`config.mk`:
```
export PLATFORM = sky130hd
export DESIGN_NAME = eipd_top
export DESIGN_NICKNAME = d
export VERILOG_FILES = /design/src/hdl/eipd_pkg.sv /design/src/hdl/eipd_top.sv
export VERILOG_INCLUDE_DIRS = /design/src /design/src/hdl
export SDC_FILE = /design/constraint.sdc
export NUM_CORES = 1
export LEC_CHECK = 0
export ABC_CLOCK_PERIOD_IN_PS = 8800
export BUFFER_PORTS_ARGS = -buffer_cell sky130_fd_sc_hd__buf_4
export CELL_PAD_IN_SITES_DETAIL_PLACEMENT = 1
export CELL_PAD_IN_SITES_GLOBAL_PLACEMENT = 1
export CORE_MARGIN = 5
export CORE_UTILIZATION = 48
export CTS_BUF_LIST = sky130_fd_sc_hd__clkbuf_16
export DETAILED_ROUTE_END_ITERATION = 8
export PLACE_DENSITY = 0.87
export SETUP_SLACK_MARGIN = 0.02
export SLEW_MARGIN = 30
export SYNTH_ARGS = -nofsm -noshare
export SYNTH_HDL_FRONTEND = slang
export SYNTH_SLANG_ARGS = --single-unit
```
`constraint.sdc`:
```
create_clock -name clock -period 8.8 [get_ports clock]
set_clock_uncertainty 0.15 [all_clocks]
set_input_delay 0.88 -clock clock [delete_from_list [all_inputs] [get_ports clock]]
set_output_delay 0.88 -clock clock [all_outputs]
set_load 0.01 [all_outputs]
```
`src/hdl/eipd_defines.svh`:
```
// Offsets, field positions and reset values of the external pin detector
`ifndef EIPD_DEFINES_SVH
`define EIPD_DEFINES_SVH

// ****************************************************************
// Register byte offsets
// ****************************************************************
`define EIPD_OFS_SENSE      8'h00
`define EIPD_OFS_LEVEL      8'h04
`define EIPD_OFS_FLAGS      8'h08
`define EIPD_OFS_ENABLE     8'h0C
`define EIPD_OFS_STATUS     8'h10
`define EIPD_OFS_EVT_STATUS 8'h14
`define EIPD_OFS_EVT_CLEAR  8'h18
`define EIPD_OFS_EVT_ENABLE 8'h1C

// ****************************************************************
// Reset values and field positions
// ****************************************************************
`define EIPD_RST16          16'h0000
`define EIPD_RST8           8'h00
`define EIPD_RST32          32'h0000_0000
`define EIPD_B0_HI          7
`define EIPD_B0_LO          0
`define EIPD_B1_HI          15
`define EIPD_B1_LO          8
`define EIPD_SEL_B0         0
`define EIPD_SEL_B1         1
`define EIPD_FIELD_W        2
`define EIPD_TOP_PIN        7
`define EIPD_TOP_HI         15
`define EIPD_TOP_LO         14
`define EIPD_UP_HI          31
`define EIPD_UP_LO          8

`endif

```
`src/hdl/eipd_pkg.sv`:
```
// Types shared by the external pin detector
package eipd_pkg;

  typedef enum logic [1:0] {
    SENSE_LOW  = 2'b00,
    SENSE_FALL = 2'b01,
    SENSE_RISE = 2'b10,
    SENSE_BOTH = 2'b11
  } eipd_sense_type;

  typedef enum logic [0:0] {
    BUS_IDLE = 1'b0,
    BUS_ACK  = 1'b1
  } eipd_bus_state_type;

  typedef struct packed {
    logic        cyc;
    logic        stb;
    logic        we;
    logic [3:0]  sel;
    logic [7:0]  adr;
    logic [31:0] dat;
  } eipd_wb_req_type;

  typedef struct packed {
    logic        ack;
    logic [31:0] dat;
  } eipd_wb_rsp_type;

endpackage

```
`src/hdl/eipd_top.sv`:
```
// External interrupt pin detector with Wishbone register access
//
// Local design decisions: register access over Wishbone and the register offsets.
`timescale 1ns/10ps
`include "eipd_defines.svh"

// Overview of operation
// - Sense field 00 makes a low level on the general pin a request.
// - Sense 01 detects falling, 10 rising, 11 both edges on the pin.
// - One two-bit field per general pin; pin 7 at bits 15:14, pin 0 at 1:0.
// - Polarity bit per pin interrupt input: 0 low level, 1 high level requests.
// - Unused upper bits read as zero; software writes only zero there.
// - Request flag bits 7 to 0 report pending requests of pins 7 to 0.
// - In level mode the flag reads 1 while the pin is low, else 0.
// - In edge mode the flag sets and holds on the selected edge.
// - An edge flag clears on a 0 write only after it was read as 1.
// - An edge flag also clears when the CPU handles that pin's exception.
// - Per input enable bit: 0 blocks pin interrupt requests, 1 passes them.
// - All four registers are 16 bits and clear on reset and deep standby; here only sense is 16 bits, level, flags and enable hold 8.
// - Read-only status bit per pin interrupt input shows a present request.
module eipd_top #(
  parameter int PINS = 8
) (
  input  wire logic                     clock,
  input  wire logic                     rst_b,
  input  wire eipd_pkg::eipd_wb_req_type wb_req,
  output eipd_pkg::eipd_wb_rsp_type     wb_rsp,
  input  wire logic [PINS-1:0]          general_request_pin,
  input  wire logic [PINS-1:0]          pin_interrupt_input,
  input  wire logic                     deep_standby,
  input  wire logic [PINS-1:0]          exception_ack,
  output logic [PINS-1:0]               general_request,
  output logic [PINS-1:0]               pin_int_request,
  output logic                          irq
);

  // ****************************************************************
  // Declarations
  // ****************************************************************
  logic [PINS-1:0]               gp_s1;
  logic [PINS-1:0]               gp_s2;
  logic [PINS-1:0]               gp_s3;
  logic [PINS-1:0]               gp_stable;
  logic [PINS-1:0]               pi_s1;
  logic [PINS-1:0]               pi_s2;
  logic [PINS-1:0]               pi_s3;
  logic [PINS-1:0]               pi_stable;
  logic [2*PINS-1:0]             irq_sense_config;
  logic [PINS-1:0]               pin_int_level_sense;
  logic [PINS-1:0]               pin_int_enable;
  logic [PINS-1:0]               pin_int_request_status;
  logic [PINS-1:0]               read_one_seen;
  logic [2*PINS-1:0]             evt_status;
  logic [2*PINS-1:0]             evt_enable;
  eipd_pkg::eipd_bus_state_type  bus_state;
  logic [PINS-1:0]               next_gp_stable;
  logic [PINS-1:0]               next_pi_stable;
  logic [PINS-1:0]               gp_rise;
  logic [PINS-1:0]               gp_fall;
  logic [PINS-1:0]               edge_hit;
  logic [PINS-1:0]               edge_mask;
  logic [PINS-1:0]               level_mask;
  logic [PINS-1:0]               clear_hit;
  logic [PINS-1:0]               exc_clr;
  logic [PINS-1:0]               next_pin_status;
  logic [2*PINS-1:0]             evt_set;
  logic [2*PINS-1:0]             evt_clr;
  logic [31:0]                   next_rdata;
  logic                          acc;
  logic                          wr;
  logic                          rd;
  logic                          flag_wr;

  // ****************************************************************
  // Functions
  // ****************************************************************
  function automatic logic [1:0] sense_of(input logic [2*PINS-1:0] cfg, input int idx);
    sense_of = cfg[idx*`EIPD_FIELD_W +: `EIPD_FIELD_W];
  endfunction

  function automatic logic sense_hit(input logic [1:0] mode, input logic rise, input logic fall);
    logic hit;
    hit = 1'b0;
    case (eipd_pkg::eipd_sense_type'(mode))
      eipd_pkg::SENSE_FALL: hit = fall;
      eipd_pkg::SENSE_RISE: hit = rise;
      eipd_pkg::SENSE_BOTH: hit = rise | fall;
      default:              hit = 1'b0;
    endcase
    sense_hit = hit;
  endfunction

  function automatic logic [15:0] merge16(input logic [15:0] old, input logic [31:0] wdat,
                                          input logic [3:0] sel);
    logic [15:0] res;
    res = old;
    if (sel[`EIPD_SEL_B0]) begin
      res[`EIPD_B0_HI:`EIPD_B0_LO] = wdat[`EIPD_B0_HI:`EIPD_B0_LO];
    end
    if (sel[`EIPD_SEL_B1]) begin
      res[`EIPD_B1_HI:`EIPD_B1_LO] = wdat[`EIPD_B1_HI:`EIPD_B1_LO];
    end
    merge16 = res;
  endfunction

  // ****************************************************************
  // Pin synchronisers
  // ****************************************************************
  // Three stages; a change counts once stages two and three agree
  always_ff @(posedge clock or negedge rst_b) begin
    if (!rst_b) begin
      gp_s1     <= {PINS{1'b1}};
      gp_s2     <= {PINS{1'b1}};
      gp_s3     <= {PINS{1'b1}};
      gp_stable <= {PINS{1'b1}};
    end else begin
      gp_s1     <= general_request_pin;
      gp_s2     <= gp_s1;
      gp_s3     <= gp_s2;
      gp_stable <= next_gp_stable;
    end
  end

  always_ff @(posedge clock or negedge rst_b) begin
    if (!rst_b) begin
      pi_s1     <= '0;
      pi_s2     <= '0;
      pi_s3     <= '0;
      pi_stable <= '0;
    end else begin
      pi_s1     <= pin_interrupt_input;
      pi_s2     <= pi_s1;
      pi_s3     <= pi_s2;
      pi_stable <= next_pi_stable;
    end
  end

  always_comb begin
    next_gp_stable = ((gp_s2 ~^ gp_s3) & gp_s3) | ((gp_s2 ^ gp_s3) & gp_stable);
    next_pi_stable = ((pi_s2 ~^ pi_s3) & pi_s3) | ((pi_s2 ^ pi_s3) & pi_stable);
    gp_rise        = next_gp_stable & ~gp_stable;
    gp_fall        = ~next_gp_stable & gp_stable;
    for (int i = 0; i < PINS; i++) begin
      edge_hit[i]   = sense_hit(sense_of(irq_sense_config, i), gp_rise[i], gp_fall[i]);
      level_mask[i] = (sense_of(irq_sense_config, i) == eipd_pkg::SENSE_LOW);
    end
    edge_mask       = ~level_mask;
    next_pin_status = ~(pi_stable ^ pin_int_level_sense);
    exc_clr         = exception_ack & edge_mask & ~edge_hit;
  end

  // ****************************************************************
  // Wishbone slave
  // ****************************************************************
  // Ack one cycle after the request; writes land at the ack edge, read data is taken earlier
  always_comb begin
    acc       = wb_req.cyc & wb_req.stb & (bus_state == eipd_pkg::BUS_IDLE);
    wr        = wb_req.cyc & wb_req.stb & wb_req.we & (bus_state == eipd_pkg::BUS_ACK);
    rd        = acc & ~wb_req.we;
    flag_wr   = wr & (wb_req.adr == `EIPD_OFS_FLAGS) & wb_req.sel[`EIPD_SEL_B0];
    clear_hit = flag_wr ? (read_one_seen & edge_mask & ~wb_req.dat[PINS-1:0]) : '0;
    evt_clr   = '0;
    if (wr && (wb_req.adr == `EIPD_OFS_EVT_CLEAR)) begin
      evt_clr = merge16(`EIPD_RST16, wb_req.dat, wb_req.sel);
    end
    evt_set = {next_pin_status & pin_int_enable & ~pin_int_request, edge_hit};
  end

  always_comb begin
    next_rdata = `EIPD_RST32;
    if (wb_req.adr == `EIPD_OFS_SENSE) begin
      next_rdata[2*PINS-1:0] = irq_sense_config;
    end else if (wb_req.adr == `EIPD_OFS_LEVEL) begin
      next_rdata[PINS-1:0] = pin_int_level_sense;
    end else if (wb_req.adr == `EIPD_OFS_FLAGS) begin
      next_rdata[PINS-1:0] = general_request;
    end else if (wb_req.adr == `EIPD_OFS_ENABLE) begin
      next_rdata[PINS-1:0] = pin_int_enable;
    end else if (wb_req.adr == `EIPD_OFS_STATUS) begin
      next_rdata[PINS-1:0] = pin_int_request_status;
    end else if (wb_req.adr == `EIPD_OFS_EVT_STATUS) begin
      next_rdata[2*PINS-1:0] = evt_status;
    end else if (wb_req.adr == `EIPD_OFS_EVT_ENABLE) begin
      next_rdata[2*PINS-1:0] = evt_enable;
    end else begin
      next_rdata = `EIPD_RST32;
    end
  end

  always_ff @(posedge clock or negedge rst_b) begin
    if (!rst_b) begin
      bus_state <= eipd_pkg::BUS_IDLE;
    end else begin
      case (bus_state)
        eipd_pkg::BUS_IDLE: begin
          if (acc) begin
            bus_state <= eipd_pkg::BUS_ACK;
          end
        end
        default: begin
          bus_state <= eipd_pkg::BUS_IDLE;
        end
      endcase
    end
  end

  always_ff @(posedge clock or negedge rst_b) begin
    if (!rst_b) begin
      wb_rsp <= '0;
    end else begin
      wb_rsp.ack <= acc;
      if (rd) begin
        wb_rsp.dat <= next_rdata;
      end
    end
  end

  // ****************************************************************
  // Configuration registers
  // ****************************************************************
  always_ff @(posedge clock or negedge rst_b) begin
    if (!rst_b) begin
      irq_sense_config    <= `EIPD_RST16;
      pin_int_level_sense <= `EIPD_RST8;
      pin_int_enable      <= `EIPD_RST8;
      evt_enable          <= `EIPD_RST16;
    end else if (deep_standby) begin
      irq_sense_config    <= `EIPD_RST16;
      pin_int_level_sense <= `EIPD_RST8;
      pin_int_enable      <= `EIPD_RST8;
      evt_enable          <= `EIPD_RST16;
    end else if (wr) begin
      if (wb_req.adr == `EIPD_OFS_SENSE) begin
        irq_sense_config <= merge16(irq_sense_config, wb_req.dat, wb_req.sel);
      end else if (wb_req.adr == `EIPD_OFS_LEVEL && wb_req.sel[`EIPD_SEL_B0]) begin
        pin_int_level_sense <= wb_req.dat[PINS-1:0];
      end else if (wb_req.adr == `EIPD_OFS_ENABLE && wb_req.sel[`EIPD_SEL_B0]) begin
        pin_int_enable <= wb_req.dat[PINS-1:0];
      end else if (wb_req.adr == `EIPD_OFS_EVT_ENABLE) begin
        evt_enable <= merge16(evt_enable, wb_req.dat, wb_req.sel);
      end
    end
  end

  // ****************************************************************
  // General request flags
  // ****************************************************************
  // Read of a 1 arms the clear; any flag write with byte lane 0 selected disarms
  always_ff @(posedge clock or negedge rst_b) begin
    if (!rst_b) begin
      read_one_seen <= '0;
    end else if (deep_standby || flag_wr) begin
      read_one_seen <= '0;
    end else if (rd && wb_req.adr == `EIPD_OFS_FLAGS) begin
      read_one_seen <= read_one_seen | (general_request & edge_mask);
    end
  end

  // New edge beats a clear in the same cycle
  always_ff @(posedge clock or negedge rst_b) begin
    if (!rst_b) begin
      general_request <= '0;
    end else if (deep_standby) begin
      general_request <= '0;
    end else begin
      for (int i = 0; i < PINS; i++) begin
        if (level_mask[i]) begin
          general_request[i] <= ~next_gp_stable[i];
        end else if (edge_hit[i]) begin
          general_request[i] <= 1'b1;
        end else if (clear_hit[i] || exception_ack[i]) begin
          general_request[i] <= 1'b0;
        end
      end
    end
  end

  // ****************************************************************
  // Pin interrupt status and gating
  // ****************************************************************
  always_ff @(posedge clock or negedge rst_b) begin
    if (!rst_b) begin
      pin_int_request_status <= '0;
      pin_int_request        <= '0;
    end else begin
      pin_int_request_status <= next_pin_status;
      pin_int_request        <= next_pin_status & pin_int_enable;
    end
  end

  // ****************************************************************
  // Event status and interrupt output
  // ****************************************************************
  always_ff @(posedge clock or negedge rst_b) begin
    if (!rst_b) begin
      evt_status <= `EIPD_RST16;
      irq        <= 1'b0;
    end else begin
      evt_status <= (evt_status & ~evt_clr) | evt_set;
      irq        <= |(((evt_status & ~evt_clr) | evt_set) & evt_enable);
    end
  end
endmodule

```
**After elaboration in Yosys (flattened, before gate mapping)**

Cells that the tools add are included.

- Flip-flop bits (word level): 195
- Input port bits: 74
- Output and inout bits: 50
- Word-level logic and storage cells: 236

- Equal/unequal tests: 34
- Mux-type cells: 73
- Bitwise gates (word level): 54
- Reduce and logical (&&, ||, !) cells: 45

Operator list:

| kind | number |
|---|---|
| $mux W16 | 14 |
| $mux W8 | 25 |
| $and A8 B8 Y8 | 11 |
| $not A8 Y8 | 6 |
| $and A16 B16 Y16 | 2 |
| $eq A2 B2 Y1 const B | 16 |
| $eq A8 B5 Y1 const B | 4 |
| $reduce_bool A4 Y1 | 8 |
| $mux W1 | 26 |
| $or A8 B8 Y8 | 3 |
| $pmux W1 S3 | 8 |
| $xor A8 B8 Y8 | 3 |
| $eq A2 B1 Y1 const B | 8 |
| $eq A8 B4 Y1 const B | 2 |
| $logic_not A2 Y1 | 8 |
| $not A16 Y16 | 1 |
| $or A16 B16 Y16 | 1 |
| $reduce_bool A2 Y1 | 8 |
| $reduce_or A16 Y1 | 1 |
| $xnor A8 B8 Y8 | 2 |
| $reduce_and A6 Y1 | 2 |
| $not A1 Y1 | 10 |
| $logic_or A1 B1 Y1 | 9 |
| $reduce_and A3 Y1 | 3 |
| 7 further kinds | 25 |

**Depth between registers and ports, before layout**

- Word-level depth: 11
- Mapped depth: 10
- Depth with buffers taken out: 10

**Least setup slack after synthesis**

Ideal clock, no wire load.

- Kind: input to register
- Start: input wb_req[33] in the netlist's numbering
- End: register irq
- Library setup time: 0.131 ns
- Data arrival time: 2.667 ns
- Data required time: 8.519 ns
- Slack: 5.852 ns
- Stages on the path: 8
- Buffers on the path: 1
- Cells stage by stage: or4_4 nor4_4 buf_6 and3b_1 nor2_1 a211oi_2 nand4_1 or3_1

- Cells in the longest elaborated chain, start to end: 8

Ends and longest elaborated chain:

| element | line | text |
|---|---|---|
| start, declared | eipd_top.sv:26 | `input wire eipd_pkg::eipd_wb_req_type wb_req,` |
| $eq A8 B5 Y1 (no line) | -- |  |
| $logic_and A1 B1 Y1 | eipd_top.sv:163 | `` if (wr && (wb_req.adr == `EIPD_OFS_EVT_CLEAR)) begin `` |
| $mux W16 | eipd_top.sv:163 |  |
| $not A16 Y16 | eipd_top.sv:300 | `irq <= \|(((evt_status & ~evt_clr) \| evt_set) & evt_enable);` |
| $and A16 B16 Y16 | eipd_top.sv:300 |  |
| $or A16 B16 Y16 | eipd_top.sv:300 |  |
| $and A16 B16 Y16 | eipd_top.sv:300 |  |
| $reduce_or A16 Y1 | eipd_top.sv:300 |  |
| end signal, assigned | eipd_top.sv:300 |  |
| end, declared | eipd_top.sv:34 | `output logic irq` |

No other way between the ends.
A chain may end at the register's enable or synchronous reset.

**Worst setup path after layout**

- Start: register gp_s2[5]
- End: register irq

- Cells in the longest elaborated chain, start to end: 10
- Elaborated cells on any way between the ends: 13
- Classes of those cells: mux: 1; bitwise: 11; reduce/logical: 1

Ends and longest elaborated chain:

| element | line | text |
|---|---|---|
| start, declared | eipd_top.sv:41 | `logic [PINS-1:0] gp_s2;` |
| start signal, assigned | eipd_top.sv:113 | `gp_s2 <= {PINS{1'b1}};` |
| start signal, assigned | eipd_top.sv:118 | `gp_s2 <= gp_s1;` |
| $xnor A8 B8 Y8 or $xor A8 B8 Y8 (tied branches) | eipd_top.sv:139 | `next_gp_stable = ((gp_s2 ~^ gp_s3) & gp_s3) \| ((gp_s2 ^ gp_s3) & gp_stable);` |
| $and A8 B8 Y8 | eipd_top.sv:139 |  |
| $or A8 B8 Y8 * | eipd_top.sv:139 |  |
| $not A8 Y8 | eipd_top.sv:142 | `gp_fall = ~next_gp_stable & gp_stable;` |
| $and A8 B8 Y8 | eipd_top.sv:142 |  |
| $or A1 B1 Y1 | eipd_top.sv:87 | `eipd_pkg::SENSE_BOTH: hit = rise \| fall;` |
| $pmux W1 S3 * | eipd_top.sv:84 | `case (eipd_pkg::eipd_sense_type'(mode))` |
| $or A16 B16 Y16 * | eipd_top.sv:300 |  |
| $and A16 B16 Y16 * | eipd_top.sv:300 |  |
| $reduce_or A16 Y1 * | eipd_top.sv:300 |  |

Mark *: on every way between the ends. The rest lies on a longest branch, timed or not.

==> reports/metrics.cfg <==
[clocking]
path_clk_slew_ns = 0.07
cts_made_buffers = 17
clock_sink_count = 178
cts_resized = 0
clkLatencyLatePin_ns = 0.44
htreeDepth = 4
ctsHoldBuffers = 0
clockBufferDepth = 2
root_buffer = clkbuf_16
tritoncts = yes
cts_setup_buffers = 0

[sta]
min_period_ns = 3.50
setup_viol = 0
whs_ns = 0.170
worst_slack_ns = 5.30
rsz0062_at_grt = no
slew_headroom_pct = 48.5
worstMarginPinSlew_ns = 0.770
fmax_mhz = 286
maxSlewViolCount = 0
hold_violations = 0
fin_crit_sh_pct = 39.8
tns_ns = 0

[yosys]
synth_top_area_cell = dfrtp_1
synth_warnings = 0
synth_fa_ha_area_share_pct = 3.70
synth_top_family_by_area = simple AND/OR/NAND/NOR gates
synth-xor-area-share_pct = 0.863
synthTopCellsByArea = dfrtp_1 45%, dfstp_2 10%, nand2_1 4.2%, ha_1 3.7%, mux2i_1 3.7%
synth_top_area_share_pct = 45.0
synth-async-reset-ratio_pct = 100
netlist_instances = 768
ys_seq_area_share_pct = 55.3
yosys-top-cells-count = 146 x dfrtp_1, 90 x nand2_1, 51 x nor2_1, 49 x o21ai_0, 46 x a21oi_1
yosysMostFrequentCell = dfrtp_1
synthMuxAreaShare_pct = 4.25
synth-simple-area-share_pct = 17.1
avgSynthCellArea_um2 = 10.6
ys_ff_latch = 178
syn-cell-area_um2 = 8120
synth-edff-count = 0
synth_cell_types = 63
synth_compound_area_share_pct = 14.0
synth_ff_type = dfrtp_1

[finish]
area_delta_synth_final_pct = 16.4
nFillCells = 1797
num_antenna_cells = 0
drive_gt1_share_pct = 19.9
final-seq-area_um2 = 4490
nets = 939
multi_input_area_um2 = 3310
final_cell_area_um2 = 9450
final_cells = 1074
final_core_util_pct = 57.0

[placed_design]
place_ws_ns = 5.14
postPlaceCellArea_um2 = 8860
gp_routability_congestion = 0.887
hpwl_mm = 17.0
portBuffers = 89
dp.cells = 1041

[drt]
drtAntennaViolNets = 0
first_pass_iters = 5
drt_iter0_drc = 518
wl_mm = 23.8
vias = 6347
avgViaCountPerCell = 5.91
routedWlPerCell_um = 22.2
drc = 0

[floorplanning]
rows = 47
die-area_um2 = 19600
die_y_um = 140
initial_core_util_pct = 49.0
pin_count = 124
core-area_um2 = 16600
die_x_um = 140

[worst_setup_path]
worst-path-buf-inv = 1
arrival_ns = 3.66
critical-path-max-stage-delay_ns = 0.57
critPathSlowestCell = or4_1
startpoint_type = register
path_delay_family = simple AND/OR/NAND/NOR gates
required_ns = 8.96
crit_type = reg2reg
cp_cell_sequence = ha_1, a21oi_1, ha_1, inv_1, a21oi_1, o32ai_1, or4_1, nor3_1, nand4_1, or3_1
end_kind = register
crit_fanout = 3

[global_routing]
grt_pass1_vias = 7003
grt_max_degree = 111
globalRouteOverflowTotal = 0
grt_use_total_pct = 24.9
antenna_found_initial = 0
grt_pass1_wl_mm = 38.1

[pwr]
powerDensity_nw_per_um2 = 194
irDropWorstVdd_uv = 137
p_total_mw = 1.83
leakage_nw = 4.42

[outcome]
status = complete, no violations

[hold_path]
min_path_type = in2async

[run]
max-cap-violations = 0

-- flip-flops by register name, summed over array words and instances (netlist names) --
signal                  count
irq                         1
gp_stable                   8
pin_int_level_sense         8
bus_state                   1
pin_int_request_status      8
wb_rsp                     16
pi_stable                   8
read_one_seen               8
general_request             8
pin_int_enable              8
pi_s3                       8
gp_s3                       8
gp_s1                       8
pi_s1                       8
evt_status                 16
evt_enable                 16
pi_s2                       8
gp_s2                       8
pin_int_request             8
irq_sense_config           16
-- power breakdown --
| group | switching (mW) | leakage (nW) | internal, mW |
|---|---|---|---|
| combinational | 0.117 | 1.96 | 0.0810 |
| clock | 0.348 | 0.272 | 0.370 |
| sequential | 0.0486 | 2.19 | 0.869 |
| total | 0.513 | 4.42 | 1.32 |
-- per-layer routing --
| layer | track usage (%) | up-vias | routed length (um) |
|---|---|---|---|
| li1 | - | 2805 | - |
| met1 | 29.4 | 3241 | 9430 |
| met2 | 43.8 | 234 | 12200 |
| met3 | 6.17 | 67 | 1350 |
| met4 | 9.54 | 0 | 836 |
| met5 | 0 | - | 0 |
-- area by class of cell --
class | count | area share [%]
Sequential cell | 178 | 47.6
Multi-Input combinational cell | 525 | 35.0
Timing Repair Buffer | 92 | 7.63
Clock buffer | 17 | 4.50
Tap cell | 220 | 2.91
Clock inverter | 15 | 1.32
Inverter | 27 | 1.07
-- worst paths after layout --
path,cells after the start,startpoint,end,slack (ns)
worst max-delay path,10,gp_s2[5]$_DFF_PN1_,irq$_DFF_PN0_,5.30
min in group clock,0,pi_s1[2]$_DFF_PN0_,pi_s2[2]$_DFF_PN0_,0.20
worst max register to register,10,gp_s2[5]$_DFF_PN1_,irq$_DFF_PN0_,5.30
worst min register to register,0,pi_s1[2]$_DFF_PN0_,pi_s2[2]$_DFF_PN0_,0.20
worst min-delay path,1,rst_b,general_request[6]$_DFFE_PN0P_,0.17
max in group asynchronous,2,rst_b,pi_s1[5]$_DFF_PN0_,7.44
-- cell usage in the layout, fill, tap and decap left out, drive strengths merged, types with 8 or more instances in the layout --
cell type and instances:
xnor2 8, nand3 10, a222oi 8, nand3b 12, inv 36, nor3b 8
ha 24, and3b 10, nor2 52, a21o 19, mux2i 30, nand2 90
and2 10, dfrtp 146, o21ai 64, dfstp 32, conb 16, a21oi 47
nand2b 25, nor3 17, clkbuf 18, buf 91
-- cells by family after synthesis --
logic type | after synthesis
AO/OA/AOI/OAI | 181
AND/OR/NAND/NOR | 263
XOR/XNOR | 8
buffers and inverters | 80
other | 1
adder cells (fa/ha/maj) | 24
multiplexers | 33
flip-flops | 178
No activity file was read; power rests on OpenSTA's default activity.
